File: config.mk
export PLATFORM = sky130hd
export DESIGN_NAME = tw_ctrl
export DESIGN_NICKNAME = d
export VERILOG_FILES = /design/src/common/tw_pkg.sv /design/src/tw_ctrl.sv
export SDC_FILE = /design/constraint.sdc
export NUM_CORES = 1
export LEC_CHECK = 0
export ABC_CLOCK_PERIOD_IN_PS = 3850
export BUFFER_PORTS_ARGS = -buffer_cell sky130_fd_sc_hd__clkbuf_2
export CAP_MARGIN = 0
export CORE_AREA = 3 3 112 114
export CTS_BUF_LIST = sky130_fd_sc_hd__clkbuf_8 sky130_fd_sc_hd__clkbuf_16
export DETAILED_ROUTE_END_ITERATION = 8
export DIE_AREA = 0 0 115 117
export PLACE_DENSITY = 0.67
export SLEW_MARGIN = 20
export SYNTH_ARGS = -nofsm -noshare
export SYNTH_HDL_FRONTEND = slang
export SYNTH_SLANG_ARGS = --single-unit
File: constraint.sdc
create_clock -name core_clk -period 3.85 [get_ports core_clk]
set_input_delay 0.1925 -clock core_clk [delete_from_list [all_inputs] [get_ports core_clk]]
set_output_delay 0.1925 -clock core_clk [all_outputs]
set_load 0.01 [all_outputs]
File: src/common/tw_pkg.sv
// two-wire bus controller: register map, field positions, reset values,
// timing counts and state encodings shared by the design.
// assumes a 50 MHz core clock and an apb master with 32-bit data.
//
// Operation
// - enable bit gates the byte engine; busy still tracks the bus
// - interrupt request only when irq enable set
// - master select rising generates start, master mode
// - master select falling generates stop, slave mode
// - direction bit picks transmit or receive
// - receiver acks low unless ack disable set
// - repeat start as master; reads zero
// - misplaced repeat start counts as lost arbitration
// - byte done sets complete; data access matching direction clears
// - address match sets slave flag; control write clears
// - busy set by start, cleared by stop
// - hardware sets arbitration lost; write one clears
// - slave read/write status holds calling rw bit
// - pending flag from byte, match, arbitration; w1c
// - received ack status after each sent byte
// - data write starts msb-first transmit
// - master receive read returns byte, starts next
// - transfer starts only if direction matches access
// - data reads return last received byte only
// - first byte after master entry is address
// - general call enable gates general call match
package tw_pkg;
   // ************************************************
   // register byte offsets
   // ************************************************
   localparam logic [7:0] OFS_CTRL = 8'h00; // bus_control
   localparam logic [7:0] OFS_STAT = 8'h04; // bus_status
   localparam logic [7:0] OFS_DATA = 8'h08; // bus_data
   localparam logic [7:0] OFS_ADDR = 8'h0C; // own slave address, bits 7:1
   localparam logic [7:0] OFS_CTRL2 = 8'h10; // general call enable
   // ************************************************
   // field positions
   // ************************************************
   localparam int CTRL_EN = 7;
   localparam int CTRL_IE = 6;
   localparam int CTRL_MST = 5;
   localparam int CTRL_TX = 4;
   localparam int CTRL_ACK_DISABLE = 3;
   localparam int CTRL_REPEAT_START_REQUEST = 2;
   localparam int STAT_TCF = 7;
   localparam int STAT_ADDRESSED_AS_SLAVE_FLAG = 6;
   localparam int STAT_BUSY = 5;
   localparam int STAT_ARBITRATION_LOST_FLAG = 4;
   localparam int STAT_SRW = 2;
   localparam int STAT_IIF = 1;
   localparam int STAT_RECEIVED_ACK_STATUS = 0;
   localparam int CTRL2_GCEN = 7;
   // ************************************************
   // reset values
   // ************************************************
   localparam logic [7:0] CTRL_RST = 8'h00;
   localparam logic [7:0] STAT_RST = 8'h80; // complete, idle
   localparam logic [6:0] ADDR_RST = 7'h00;
   localparam logic [7:0] GEN_CALL = 8'h00; // general call address
   // ************************************************
   // timing
   // ************************************************
   localparam int CLK_MHZ = 50;
   localparam int SCL_HALF_NS = 5000; // half scl period, least
   localparam logic [8:0] SCL_HALF_CYC =
      9'((SCL_HALF_NS * CLK_MHZ + 999) / 1000);
   // ************************************************
   // master sequencer states
   // ************************************************
   typedef enum logic [3:0] {
      M_IDLE = 4'h0, M_START = 4'h1, M_HOLD = 4'h2, M_LOW = 4'h3,
      M_HIGH = 4'h4, M_RS1 = 4'h5, M_RS2 = 4'h6, M_STOP1 = 4'h7,
      M_STOP2 = 4'h8
   } tw_mst_t;
endpackage

File: src/tw_ctrl.sv
// two-wire bus controller: apb registers, master sequencer, slave engine.
// assumes scl/sda are open-drain wires resolved outside from the enables;
// the out pins are tied low and only the enables move.
`timescale 1ns/1ps
`default_nettype none
module tw_ctrl (
   // clock and reset
   input wire logic core_clk,
   input wire logic reset,
   // apb slave
   input wire logic psel,
   input wire logic penable,
   input wire logic pwrite,
   input wire logic [7:0] paddr,
   input wire logic [31:0] pwdata,
   output logic [31:0] prdata,
   output logic pready,
   output logic pslverr,
   // bus pins
   input wire logic scl_in,
   output logic scl_out,
   output logic scl_oe_n,
   input wire logic sda_in,
   output logic sda_out,
   output logic sda_oe_n,
   // interrupt
   output logic irq
);
   // ************************************************
   // input synchronisers and bus conditions
   // ************************************************
   logic scl_s1_q, scl_s2_q, scl_p_q; // scl meta, sync, previous
   logic sda_s1_q, sda_s2_q, sda_p_q;
   always_ff @(posedge core_clk) begin
      if (reset) begin
         {scl_s1_q, scl_s2_q, scl_p_q} <= 3'h7;
         {sda_s1_q, sda_s2_q, sda_p_q} <= 3'h7;
      end else begin
         scl_s1_q <= scl_in;
         scl_s2_q <= scl_s1_q;
         scl_p_q <= scl_s2_q;
         sda_s1_q <= sda_in;
         sda_s2_q <= sda_s1_q;
         sda_p_q <= sda_s2_q;
      end
   end
   logic start_det, stop_det, scl_rise, scl_fall;
   assign start_det = scl_s2_q & scl_p_q & sda_p_q & ~sda_s2_q;
   assign stop_det = scl_s2_q & scl_p_q & ~sda_p_q & sda_s2_q;
   assign scl_rise = scl_s2_q & ~scl_p_q;
   assign scl_fall = ~scl_s2_q & scl_p_q;

   // ************************************************
   // apb decode
   // ************************************************
   logic acc, wr, rd, hit;
   assign acc = psel & penable;
   assign wr = acc & pwrite;
   assign rd = acc & ~pwrite;
   assign pready = 1'b1; // zero wait states
   always_comb begin
      if (paddr == tw_pkg::OFS_CTRL) hit = 1'b1;
      else if (paddr == tw_pkg::OFS_STAT) hit = 1'b1;
      else if (paddr == tw_pkg::OFS_DATA) hit = 1'b1;
      else if (paddr == tw_pkg::OFS_ADDR) hit = 1'b1;
      else if (paddr == tw_pkg::OFS_CTRL2) hit = 1'b1;
      else hit = 1'b0;
   end
   assign pslverr = acc & ~hit;
   logic wr_ctrl, wr_stat, wr_data, rd_data, lnch_tx, lnch_rx;
   assign wr_ctrl = wr & (paddr == tw_pkg::OFS_CTRL);
   assign wr_stat = wr & (paddr == tw_pkg::OFS_STAT);
   assign wr_data = wr & (paddr == tw_pkg::OFS_DATA);
   assign rd_data = rd & (paddr == tw_pkg::OFS_DATA);

   // ************************************************
   // control registers
   // ************************************************
   logic en_q, ie_q, mst_q, mst_p_q, tx_q, ack_disable_q, rs_q, gcen_q;
   logic [6:0] own_q; // own slave address
   logic ev_arbitration_lost_flag_q; // lost arbitration, one cycle
   assign lnch_tx = wr_data & tx_q;
   assign lnch_rx = rd_data & ~tx_q;
   // software fields; arbitration loss drops master mode without stop
   always_ff @(posedge core_clk) begin
      if (reset) begin
         en_q <= tw_pkg::CTRL_RST[tw_pkg::CTRL_EN];
         ie_q <= tw_pkg::CTRL_RST[tw_pkg::CTRL_IE];
         mst_q <= tw_pkg::CTRL_RST[tw_pkg::CTRL_MST];
         tx_q <= tw_pkg::CTRL_RST[tw_pkg::CTRL_TX];
         ack_disable_q <= tw_pkg::CTRL_RST[tw_pkg::CTRL_ACK_DISABLE];
         rs_q <= 1'b0;
         mst_p_q <= 1'b0;
         gcen_q <= 1'b0;
         own_q <= tw_pkg::ADDR_RST;
      end else begin
         mst_p_q <= mst_q;
         rs_q <= wr_ctrl & pwdata[tw_pkg::CTRL_REPEAT_START_REQUEST] & mst_q;
         if (wr_ctrl) begin
            en_q <= pwdata[tw_pkg::CTRL_EN];
            ie_q <= pwdata[tw_pkg::CTRL_IE];
            mst_q <= pwdata[tw_pkg::CTRL_MST] & pwdata[tw_pkg::CTRL_EN];
            tx_q <= pwdata[tw_pkg::CTRL_TX];
            ack_disable_q <= pwdata[tw_pkg::CTRL_ACK_DISABLE];
         end else if (ev_arbitration_lost_flag_q) begin
            mst_q <= 1'b0;
         end
         if (wr & (paddr == tw_pkg::OFS_ADDR)) own_q <= pwdata[7:1];
         if (wr & (paddr == tw_pkg::OFS_CTRL2)) begin
            gcen_q <= pwdata[tw_pkg::CTRL2_GCEN];
         end
      end
   end

   // ************************************************
   // byte engine: master sequencer and slave shifter
   // ************************************************
   tw_pkg::tw_mst_t m_st_q;
   logic [8:0] cnt_q; // half period timer
   logic [7:0] sh_q, rx_q; // shift register, last received byte
   logic [3:0] bit_q; // 0..7 data bits, 8 acknowledge
   logic m_scl_q, m_sda_q; // master pulls scl/sda low
   logic s_act_q, s_addr_q, s_hold_q, s_sda_q;
   logic srw_q, received_ack_status_q, ev_tcf_q, ev_addressed_as_slave_flag_q;
   logic lpend_q; // byte fed during the start, served at the byte gap
   logic half, go_start, s_tx, amatch;
   assign half = (cnt_q == tw_pkg::SCL_HALF_CYC);
   assign go_start = mst_q & ~mst_p_q;
   assign s_tx = ~s_addr_q & tx_q;
   assign amatch = (sh_q[7:1] == own_q) |
      (gcen_q & (sh_q == tw_pkg::GEN_CALL));
   always_ff @(posedge core_clk) begin
      if (reset || !en_q) begin
         m_st_q <= tw_pkg::M_IDLE;
         cnt_q <= '0;
         sh_q <= '0;
         rx_q <= '0;
         bit_q <= '0;
         m_scl_q <= 1'b0;
         m_sda_q <= 1'b0;
         s_act_q <= 1'b0;
         s_addr_q <= 1'b0;
         s_hold_q <= 1'b0;
         s_sda_q <= 1'b0;
         srw_q <= tw_pkg::STAT_RST[tw_pkg::STAT_SRW];
         received_ack_status_q <= tw_pkg::STAT_RST[tw_pkg::STAT_RECEIVED_ACK_STATUS];
         ev_tcf_q <= 1'b0;
         ev_addressed_as_slave_flag_q <= 1'b0;
         ev_arbitration_lost_flag_q <= 1'b0;
         lpend_q <= 1'b0;
      end else begin
         ev_tcf_q <= 1'b0;
         ev_addressed_as_slave_flag_q <= 1'b0;
         ev_arbitration_lost_flag_q <= 1'b0;
         cnt_q <= half ? '0 : cnt_q + 9'h001;
         if (lnch_tx) sh_q <= pwdata[7:0];
         case (m_st_q)
            tw_pkg::M_IDLE: begin
               m_scl_q <= 1'b0;
               m_sda_q <= 1'b0;
               cnt_q <= '0;
               lpend_q <= 1'b0;
               if (go_start && s_hold_q) begin
                  ev_arbitration_lost_flag_q <= 1'b1; // busy as addressed slave
               end else if (go_start) begin
                  m_st_q <= tw_pkg::M_START;
                  s_act_q <= 1'b0;
               end
            end
            tw_pkg::M_START: begin
               m_sda_q <= 1'b1; // sda falls while scl high
               m_scl_q <= 1'b0;
               // software may feed the address byte before the start ends
               if (lnch_tx || lnch_rx) lpend_q <= 1'b1;
               if (half) begin
                  m_st_q <= tw_pkg::M_HOLD;
                  m_scl_q <= 1'b1;
               end
            end
            tw_pkg::M_HOLD: begin
               // scl held low until software feeds the next byte
               cnt_q <= '0;
               if (!mst_q) begin
                  m_st_q <= tw_pkg::M_STOP1;
                  m_sda_q <= 1'b1;
               end else if (rs_q) begin
                  m_st_q <= tw_pkg::M_RS1;
                  m_sda_q <= 1'b0;
               end else if (lnch_tx || lnch_rx || lpend_q) begin
                  m_st_q <= tw_pkg::M_LOW;
                  bit_q <= '0;
                  lpend_q <= 1'b0;
                  m_sda_q <= lnch_tx ? ~pwdata[7] : tx_q & ~sh_q[7];
               end
            end
            tw_pkg::M_LOW: begin
               m_scl_q <= 1'b1;
               if (half) begin
                  m_st_q <= tw_pkg::M_HIGH;
                  m_scl_q <= 1'b0;
               end
            end
            tw_pkg::M_HIGH: begin
               // wait for the wire: another device may stretch scl
               if (!scl_s2_q) cnt_q <= '0;
               if (half && bit_q != 4'h8) begin
                  if (tx_q && !m_sda_q && !sda_s2_q) begin
                     m_st_q <= tw_pkg::M_IDLE; // lost: slave, no stop
                     ev_arbitration_lost_flag_q <= 1'b1;
                  end else begin
                     sh_q <= {sh_q[6:0], sda_s2_q};
                     bit_q <= bit_q + 4'h1;
                     m_st_q <= tw_pkg::M_LOW;
                     m_scl_q <= 1'b1;
                     if (bit_q == 4'h7) begin
                        // acknowledge slot: release or ack low
                        m_sda_q <= ~tx_q & ~ack_disable_q;
                     end else begin
                        m_sda_q <= tx_q & ~sh_q[6];
                     end
                  end
               end else if (half) begin
                  if (tx_q) received_ack_status_q <= sda_s2_q;
                  else rx_q <= sh_q;
                  ev_tcf_q <= 1'b1;
                  m_st_q <= tw_pkg::M_HOLD;
                  m_scl_q <= 1'b1;
               end
            end
            tw_pkg::M_RS1: begin
               if (half) begin
                  m_st_q <= tw_pkg::M_RS2;
                  m_scl_q <= 1'b0;
               end
            end
            tw_pkg::M_RS2: begin
               if (half) m_st_q <= tw_pkg::M_START;
            end
            tw_pkg::M_STOP1: begin
               if (half) begin
                  m_st_q <= tw_pkg::M_STOP2;
                  m_scl_q <= 1'b0;
               end
            end
            tw_pkg::M_STOP2: begin
               if (half) begin
                  m_st_q <= tw_pkg::M_IDLE;
                  m_sda_q <= 1'b0; // sda rises while scl high
               end
            end
            default: m_st_q <= tw_pkg::M_IDLE;
         endcase
         // repeat start outside the byte gap is a lost arbitration
         if (rs_q && m_st_q != tw_pkg::M_HOLD) begin
            ev_arbitration_lost_flag_q <= 1'b1;
            m_st_q <= tw_pkg::M_IDLE;
         end
         // slave engine runs only while the sequencer is idle
         if (m_st_q == tw_pkg::M_IDLE && !go_start) begin
            if (start_det) begin
               s_act_q <= 1'b1;
               s_addr_q <= 1'b1;
               s_hold_q <= 1'b0;
               s_sda_q <= 1'b0;
               bit_q <= 4'hF; // the scl fall closing the start is no bit
            end else if (stop_det) begin
               s_act_q <= 1'b0;
               s_hold_q <= 1'b0;
               s_sda_q <= 1'b0;
            end else if (s_hold_q && (lnch_tx || lnch_rx)) begin
               s_hold_q <= 1'b0;
               s_sda_q <= lnch_tx & ~pwdata[7];
            end else if (s_act_q && scl_rise) begin
               if (bit_q != 4'h8) sh_q <= {sh_q[6:0], sda_s2_q};
               else if (s_tx) received_ack_status_q <= sda_s2_q;
            end else if (s_act_q && scl_fall) begin
               bit_q <= (bit_q == 4'h8) ? 4'h0 : bit_q + 4'h1;
               if (bit_q == 4'hF) begin
                  s_sda_q <= 1'b0; // start closed, first bit follows
               end else if (bit_q < 4'h7) begin
                  s_sda_q <= s_tx & ~sh_q[7];
               end else if (bit_q == 4'h7 && s_addr_q) begin
                  if (amatch) begin
                     ev_addressed_as_slave_flag_q <= 1'b1;
                     srw_q <= sh_q[0];
                     s_sda_q <= 1'b1;
                  end else begin
                     s_act_q <= 1'b0;
                  end
               end else if (bit_q == 4'h7) begin
                  if (!s_tx) rx_q <= sh_q;
                  s_sda_q <= ~s_tx & ~ack_disable_q;
               end else begin
                  // ack done: stretch scl until software answers
                  s_addr_q <= 1'b0;
                  s_sda_q <= 1'b0;
                  s_hold_q <= 1'b1;
                  ev_tcf_q <= 1'b1;
               end
            end
         end
      end
   end

   // ************************************************
   // status flags; a hardware set beats a software clear
   // ************************************************
   logic tcf_q, addressed_as_slave_flag_q, busy_q, arbitration_lost_flag_q, iif_q;
   logic tcf_clr;
   assign tcf_clr = lnch_tx | lnch_rx;
   always_ff @(posedge core_clk) begin
      if (reset) begin
         tcf_q <= tw_pkg::STAT_RST[tw_pkg::STAT_TCF];
         addressed_as_slave_flag_q <= tw_pkg::STAT_RST[tw_pkg::STAT_ADDRESSED_AS_SLAVE_FLAG];
         busy_q <= tw_pkg::STAT_RST[tw_pkg::STAT_BUSY];
         arbitration_lost_flag_q <= tw_pkg::STAT_RST[tw_pkg::STAT_ARBITRATION_LOST_FLAG];
         iif_q <= tw_pkg::STAT_RST[tw_pkg::STAT_IIF];
      end else begin
         if (ev_tcf_q) tcf_q <= 1'b1;
         else if (tcf_clr) tcf_q <= 1'b0;
         if (ev_addressed_as_slave_flag_q) addressed_as_slave_flag_q <= 1'b1;
         else if (wr_ctrl) addressed_as_slave_flag_q <= 1'b0;
         if (start_det) busy_q <= 1'b1;
         else if (stop_det) busy_q <= 1'b0;
         if (ev_arbitration_lost_flag_q) arbitration_lost_flag_q <= 1'b1;
         else if (wr_stat && pwdata[tw_pkg::STAT_ARBITRATION_LOST_FLAG]) arbitration_lost_flag_q <= 1'b0;
         if (ev_tcf_q || ev_addressed_as_slave_flag_q || ev_arbitration_lost_flag_q) iif_q <= 1'b1;
         else if (wr_stat && pwdata[tw_pkg::STAT_IIF]) iif_q <= 1'b0;
      end
   end
   assign irq = iif_q & ie_q;

   // ************************************************
   // read data, captured in the setup cycle
   // ************************************************
   logic [31:0] rdat_q;
   always_ff @(posedge core_clk) begin
      if (reset) begin
         rdat_q <= '0;
      end else if (psel && !penable && !pwrite) begin
         if (paddr == tw_pkg::OFS_CTRL) begin
            rdat_q <= {24'h000000, en_q, ie_q, mst_q, tx_q, ack_disable_q,
               3'h0};
         end else if (paddr == tw_pkg::OFS_STAT) begin
            rdat_q <= {24'h000000, tcf_q, addressed_as_slave_flag_q, busy_q, arbitration_lost_flag_q, 1'b0,
               srw_q, iif_q, received_ack_status_q};
         end else if (paddr == tw_pkg::OFS_DATA) begin
            rdat_q <= {24'h000000, rx_q};
         end else if (paddr == tw_pkg::OFS_ADDR) begin
            rdat_q <= {24'h000000, own_q, 1'b0};
         end else if (paddr == tw_pkg::OFS_CTRL2) begin
            rdat_q <= {24'h000000, gcen_q, 7'h00};
         end else begin
            rdat_q <= '0;
         end
      end
   end
   assign prdata = rdat_q;

   // ************************************************
   // pin drivers: open drain, enable low pulls the wire low
   // ************************************************
   logic scl_oe_n_q, sda_oe_n_q;
   always_ff @(posedge core_clk) begin
      if (reset) begin
         scl_oe_n_q <= 1'b1;
         sda_oe_n_q <= 1'b1;
      end else begin
         scl_oe_n_q <= ~(m_scl_q | s_hold_q);
         sda_oe_n_q <= ~(m_sda_q | s_sda_q);
      end
   end
   assign scl_oe_n = scl_oe_n_q;
   assign sda_oe_n = sda_oe_n_q;
   assign scl_out = 1'b0;
   assign sda_out = 1'b0;
endmodule
`default_nettype wire
### After elaboration in Yosys (flattened, before gate mapping)

Cells that the tools add are included.

* bits of input ports: 47
* flip-flop bits (word level): 105
* logic and storage cells: 369

* bitwise logic cells: 61
* add/sub/neg operators: 2
* multiplexer cells: 165
* equality and inequality tests: 49
* reduce and logical (&&, ||, !) cells: 51
* magnitude comparators: 1

Operators by type and width (count)
* $mux W8: 30
* $mux W1: 101
* $mux W4: 24
* $ne A2 B2 Y1 const B: 20
* $pmux W4 S9: 1
* $and A1 B1 Y1: 32
* $not A1 Y1: 25
* $ne A4 B4 Y1 const B: 6
* $eq A4 B3 Y1 const B: 5
* $mux W9: 2
* $pmux W9 S2: 1
* $eq A8 B4 Y1 const B: 2
* $logic_not A8 Y1: 2
* $logic_and A1 B1 Y1: 14
* $eq A4 B4 Y1 const B: 3
* $reduce_bool A2 Y1: 6
* $pmux W1 S5: 2
* $reduce_and A10 Y1: 1
* $reduce_and A5 Y1: 2
* $reduce_bool A5 Y1: 2
* $reduce_or A10 Y1: 1
* $add A9 B1 Y9 const B: 1
* $eq A9 B8 Y1 const B: 1
* $reduce_and A9 Y1: 1
* 26 further kinds: 44

### Logic depth before layout (Yosys ltp)

* depth in word-level cells: 16
* mapped depth: 10

### Worst setup path before layout

No wires, ideal clock.

* path type: register to register
* start point: register bit_q[0]
* end point: register bit_q[3]
* path slack: 1.759 ns
* data required time: 3.733 ns
* cell stages (with the launch flop): 9
* arrival: 1.973 ns
* buffers on the path: 1
* clock period less this slack: 2.091 ns
* path through: dfxtp_1 -> inv_1 -> ha_1 -> and3b_1 -> clkbuf_1 -> o41ai_1 -> a21boi_1 -> o21ai_0 -> a32o_1

* word-level cells in the longest chain between the ends: 10

Ends and longest elaborated chain
* start, declared: RTL line tw_ctrl.sv:121 `logic [3:0] bit_q;`
* start signal, assigned: RTL line tw_ctrl.sv:212 `bit_q <= bit_q + 4'h1;`
* start signal, assigned: RTL line tw_ctrl.sv:277 `bit_q <= (bit_q == 4'h8) ? 4'h0 : bit_q + 4'h1;`
* $add A4 B1 Y4 or $ne A4 B4 Y1 (tied branches): RTL line tw_ctrl.sv:212, tw_ctrl.sv:277, tw_ctrl.sv:206
* $mux W4 or $logic_and A1 B1 Y1 (tied branches): RTL line tw_ctrl.sv:207, tw_ctrl.sv:206
* $mux W4: RTL line tw_ctrl.sv:206 `if (half && bit_q != 4'h8) begin`
* $pmux W4 S2: RTL line tw_ctrl.sv:157 `case (m_st_q)`
* $mux W4: RTL line tw_ctrl.sv:276 `end else if (s_act_q && scl_fall) begin`
* $mux W4: RTL line tw_ctrl.sv:273 `end else if (s_act_q && scl_rise) begin`
* $mux W4: RTL line tw_ctrl.sv:270 `end else if (s_hold_q && (lnch_tx || lnch_rx)) begin`
* $mux W4: RTL line tw_ctrl.sv:266 `end else if (stop_det) begin`
* $mux W4: RTL line tw_ctrl.sv:260 `if (start_det) begin`
* $mux W4 (*): RTL line tw_ctrl.sv:259 `if (m_st_q == tw_pkg::M_IDLE && !go_start) begin`

Every way passes the cells marked *; elsewhere a longest branch is shown, timed or not.
A chain may end at the register's enable or synchronous reset.

### Worst setup path in the final report

Same ends and word-level chain as after synthesis.

==> results by group <==
Status
  – Outcome: finished, final reports clean

CTS
  – CTS Buf Count: 9
  – Worst-Skew Late Latency: 0.34 ns
  – Clock buffer depth: 2
  – Root Buffer: clkbuf_16
  – H-tree depth: 3
  – Post-CTS Resized: 0
  – Post-CTS Setup Repair Bufs: 0
  – Clock-pin transition on the worst setup and hold timing paths: 0.06 ns
  – CTS Hold Bufs: 0
  – CTS tree: built
  – Sink Count: 81

GRT
  – Maximum number of pins on one net before global-route repair: 39
  – First-pass GRT wire length: 18,400 um
  – Number of global-route vias before repair: 3,648
  – GRT Residual Overflow: 0
  – Total Routing Usage GR: 0.172
  – Antenna violations before repair: 0

Drt
  – DR vias/cell: 5.67
  – DR pass1 iterations: 6
  – WL per Instance: 16.1 um
  – Total wire length: 11,200 um
  – DRT iter0 DRCs: 275
  – Routed Antenna Nets: 0
  – Detailed-route DRC error count: 0
  – Vias post-DR: 3,967

Layout
  – Layout cells sized above 1: 0.158
  – Area grow syn2layout: 8.80%
  – Fillers: 1,104
  – Most frequent cells in the layout: 81 x dfxtp_1, 76 x nor2_1, 38 x nand2_1
  – Final Util: 0.435
  – Most common cell after layout, fill and taps aside: dfxtp_1
  – Reg area: 1620 um^2
  – Post-route cell area: 5010 um^2
  – Cell Count, Final, Fillers Out: 700
  – Ant diodes: 0
  – Fin nets: 604
  – Multi-input logic area: 2700 um^2

STA
  – Tmin final: 2.58 ns
  – Final worst slack: 1.27 ns
  – Setup TNS: 0 ns
  – Final Slew Violations: 0
  – WHS: 0.0392 ns
  – Worst Tran Pin Value: 0.945 ns
  – Final setup fails: 0
  – Worst slew margin: 0.370
  – Clk_skew: 0.0105 ns
  – Unrepaired setup endpoints after global routing: no
  – Post-route clock period utilization: 0.669
  – Final hold vios: 0
  – Max Freq: 388 MHz

Floorplan
  – Io pins: 86
  – Initial Utilization: 0.400
  – CORE AREA: 11,500 um^2
  – Die width: 115 um
  – Die area: 13,500 um^2
  – Core Rows: 39
  – Chip height: 117 um

Worst setup path
  – CP Data Required Time: 4.08 ns
  – Critical path data arrival time: 2.81 ns
  – Kind of critical path: flip-flop to flip-flop
  – Worst r2r path cells: 7
  – Crit. End Element: flip-flop
  – Worst Path Max Fanout: 8
  – Crit path launch type: flip-flop

Place
  – Dpl cell area: 4720 um^2
  – Place WS: 1.31 ns
  – Gp weighted congestion: 0.881
  – Dpl hpwl: 8110 um
  – Port bufs: 34
  – Placed insts: 685

Pwr
  – Sequential Power Share: 0.478
  – Tot Pwr: 1.77 mW
  – Int Pwr: 1.36 mW
  – Maximum VDD drop: 0.199 mV
  – Net Sw Power: 0.402 mW
  – Leak: 1.93 nW
  – P per Cell Area: 352 nW/um^2
  – Clk pwr share: 0.481
  – Combinational share of power: 0.042
  – Sw Ratio: 0.227

Worst hold path
  – HP Class: input port to flip-flop
  – Hold Path Depth: 2

Synthesis
  – Synth Register Bits: 81
  – Post-Syn Instances: 538
  – Seq/Total Area, Yosys: 0.352
  – Post-synth EDFFs: 0
  – Synth unique cells: 74
  – Mapped cell area: 4610 um^2
  – Primary FF master, synth: dfxtp_1
  – Syn_area_per_cell: 8.56 um^2
  – Yosys warning total: 0
  – Post-synth ARST share: 0

Flow run
  – Max Cap Viol: 0
==> worst max-delay path, stage by stage, from the launching register on <==
cell,delay (ns)
dfxtp_1,0.43
inv_1,0.07
ha_1,0.24
and3b_1,0.30
o41ai_1,0.56
a21boi_1,0.43
o21ai_0,0.16
a32o_1,0.28
==> routing by layer <==
layer  vias up  global-route usage  wire length [um]
met3        23              0.0391               854
met4         0              0.0704               253
met5         -                   0                 0
met1      1876               0.237              5220
li1       1899                   -                 -
met2       169               0.262              4920
==> final cells by class <==
type                       count  share of cell area
multi-input combinational    415               0.539
sequential                    81               0.324
clock buffer                   9              0.0449
tap                          143              0.0357
timing repair buffer          35              0.0355
clock inverter                 6              0.0135
inverter                      11             0.00824
==> Yosys cell counts, drive strengths merged (2+ instances only) <==
library cell,count,area share
nor4b,3,0.0057
ha,4,0.011
nor2,77,0.063
mux4,3,0.015
nand4,8,0.012
or2,7,0.0095
xnor2,15,0.029
nor2b,5,0.0068
o2111ai,2,0.0038
a21oi,36,0.039
and4,2,0.0038
o31ai,5,0.0082
nand2,39,0.032
o21a,2,0.0033
clkbuf,20,0.016
inv,11,0.0090
a31oi,8,0.014
o21bai,3,0.0049
a32oi,2,0.0038
a22oi,2,0.0033
and3b,3,0.0057
a2111oi,2,0.0052
a21o,3,0.0049
a211oi,13,0.029
o22ai,2,0.0027
nor3b,7,0.011
mux2i,35,0.076
nor4,8,0.021
xor2,2,0.0038
o21ai,20,0.023
o211ai,3,0.0049
conb,2,0.0016
dfxtp,81,0.35
buf,36,0.057
nand2b,7,0.0095
and2,5,0.0073
nor3,8,0.011
nand3,21,0.028
a221oi,2,0.0038
a21boi,2,0.0033
and3,5,0.0079
nand4b,2,0.0038
==> flip-flops by register name, indices dropped and copies added, names as in the netlist, 4 cells and up <==
name and cells:
prdata 8, own_q 7, rx_q 8, bit_q 4, cnt_q 9, m_st_q 4, sh_q 8
==> cell families after synthesis <==
kind of cell | Yosys count | synth area share
AND/OR/NAND/NOR | 213 | 0.254
buffers and inverters | 67 | 0.0823
other | 2 | 0.00163
adder cells (fa/ha/maj) | 4 | 0.0109
XOR/XNOR | 17 | 0.0323
flip-flops | 81 | 0.352
AO/OA/AOI/OAI | 115 | 0.174
multiplexers | 39 | 0.0932
==> power by group through the flow <==
stage	logic, mW	clock network [mW]	registers [mW]
after floorplan	0.0658	0	0.861
after global placement	0.0710	0	0.862
after detailed placement	0.0719	0	0.862
after CTS	0.0724	0.867	0.843
after global routing	0.0813	0.906	0.843
final	0.0736	0.849	0.844
==> final timing paths <==
path / startpoint / to / slack (ns)
setup / recovery: bit_q[0] / bit_q[3] / 1.27
hold / removal: sda_in / sda_s1_q / 0.04
setup reg to reg: bit_q[0] / bit_q[3] / 1.27
hold reg to reg: scl_s1_q / scl_s2_q / 0.41
Note: power is estimated with default switching activity, not from simulation.
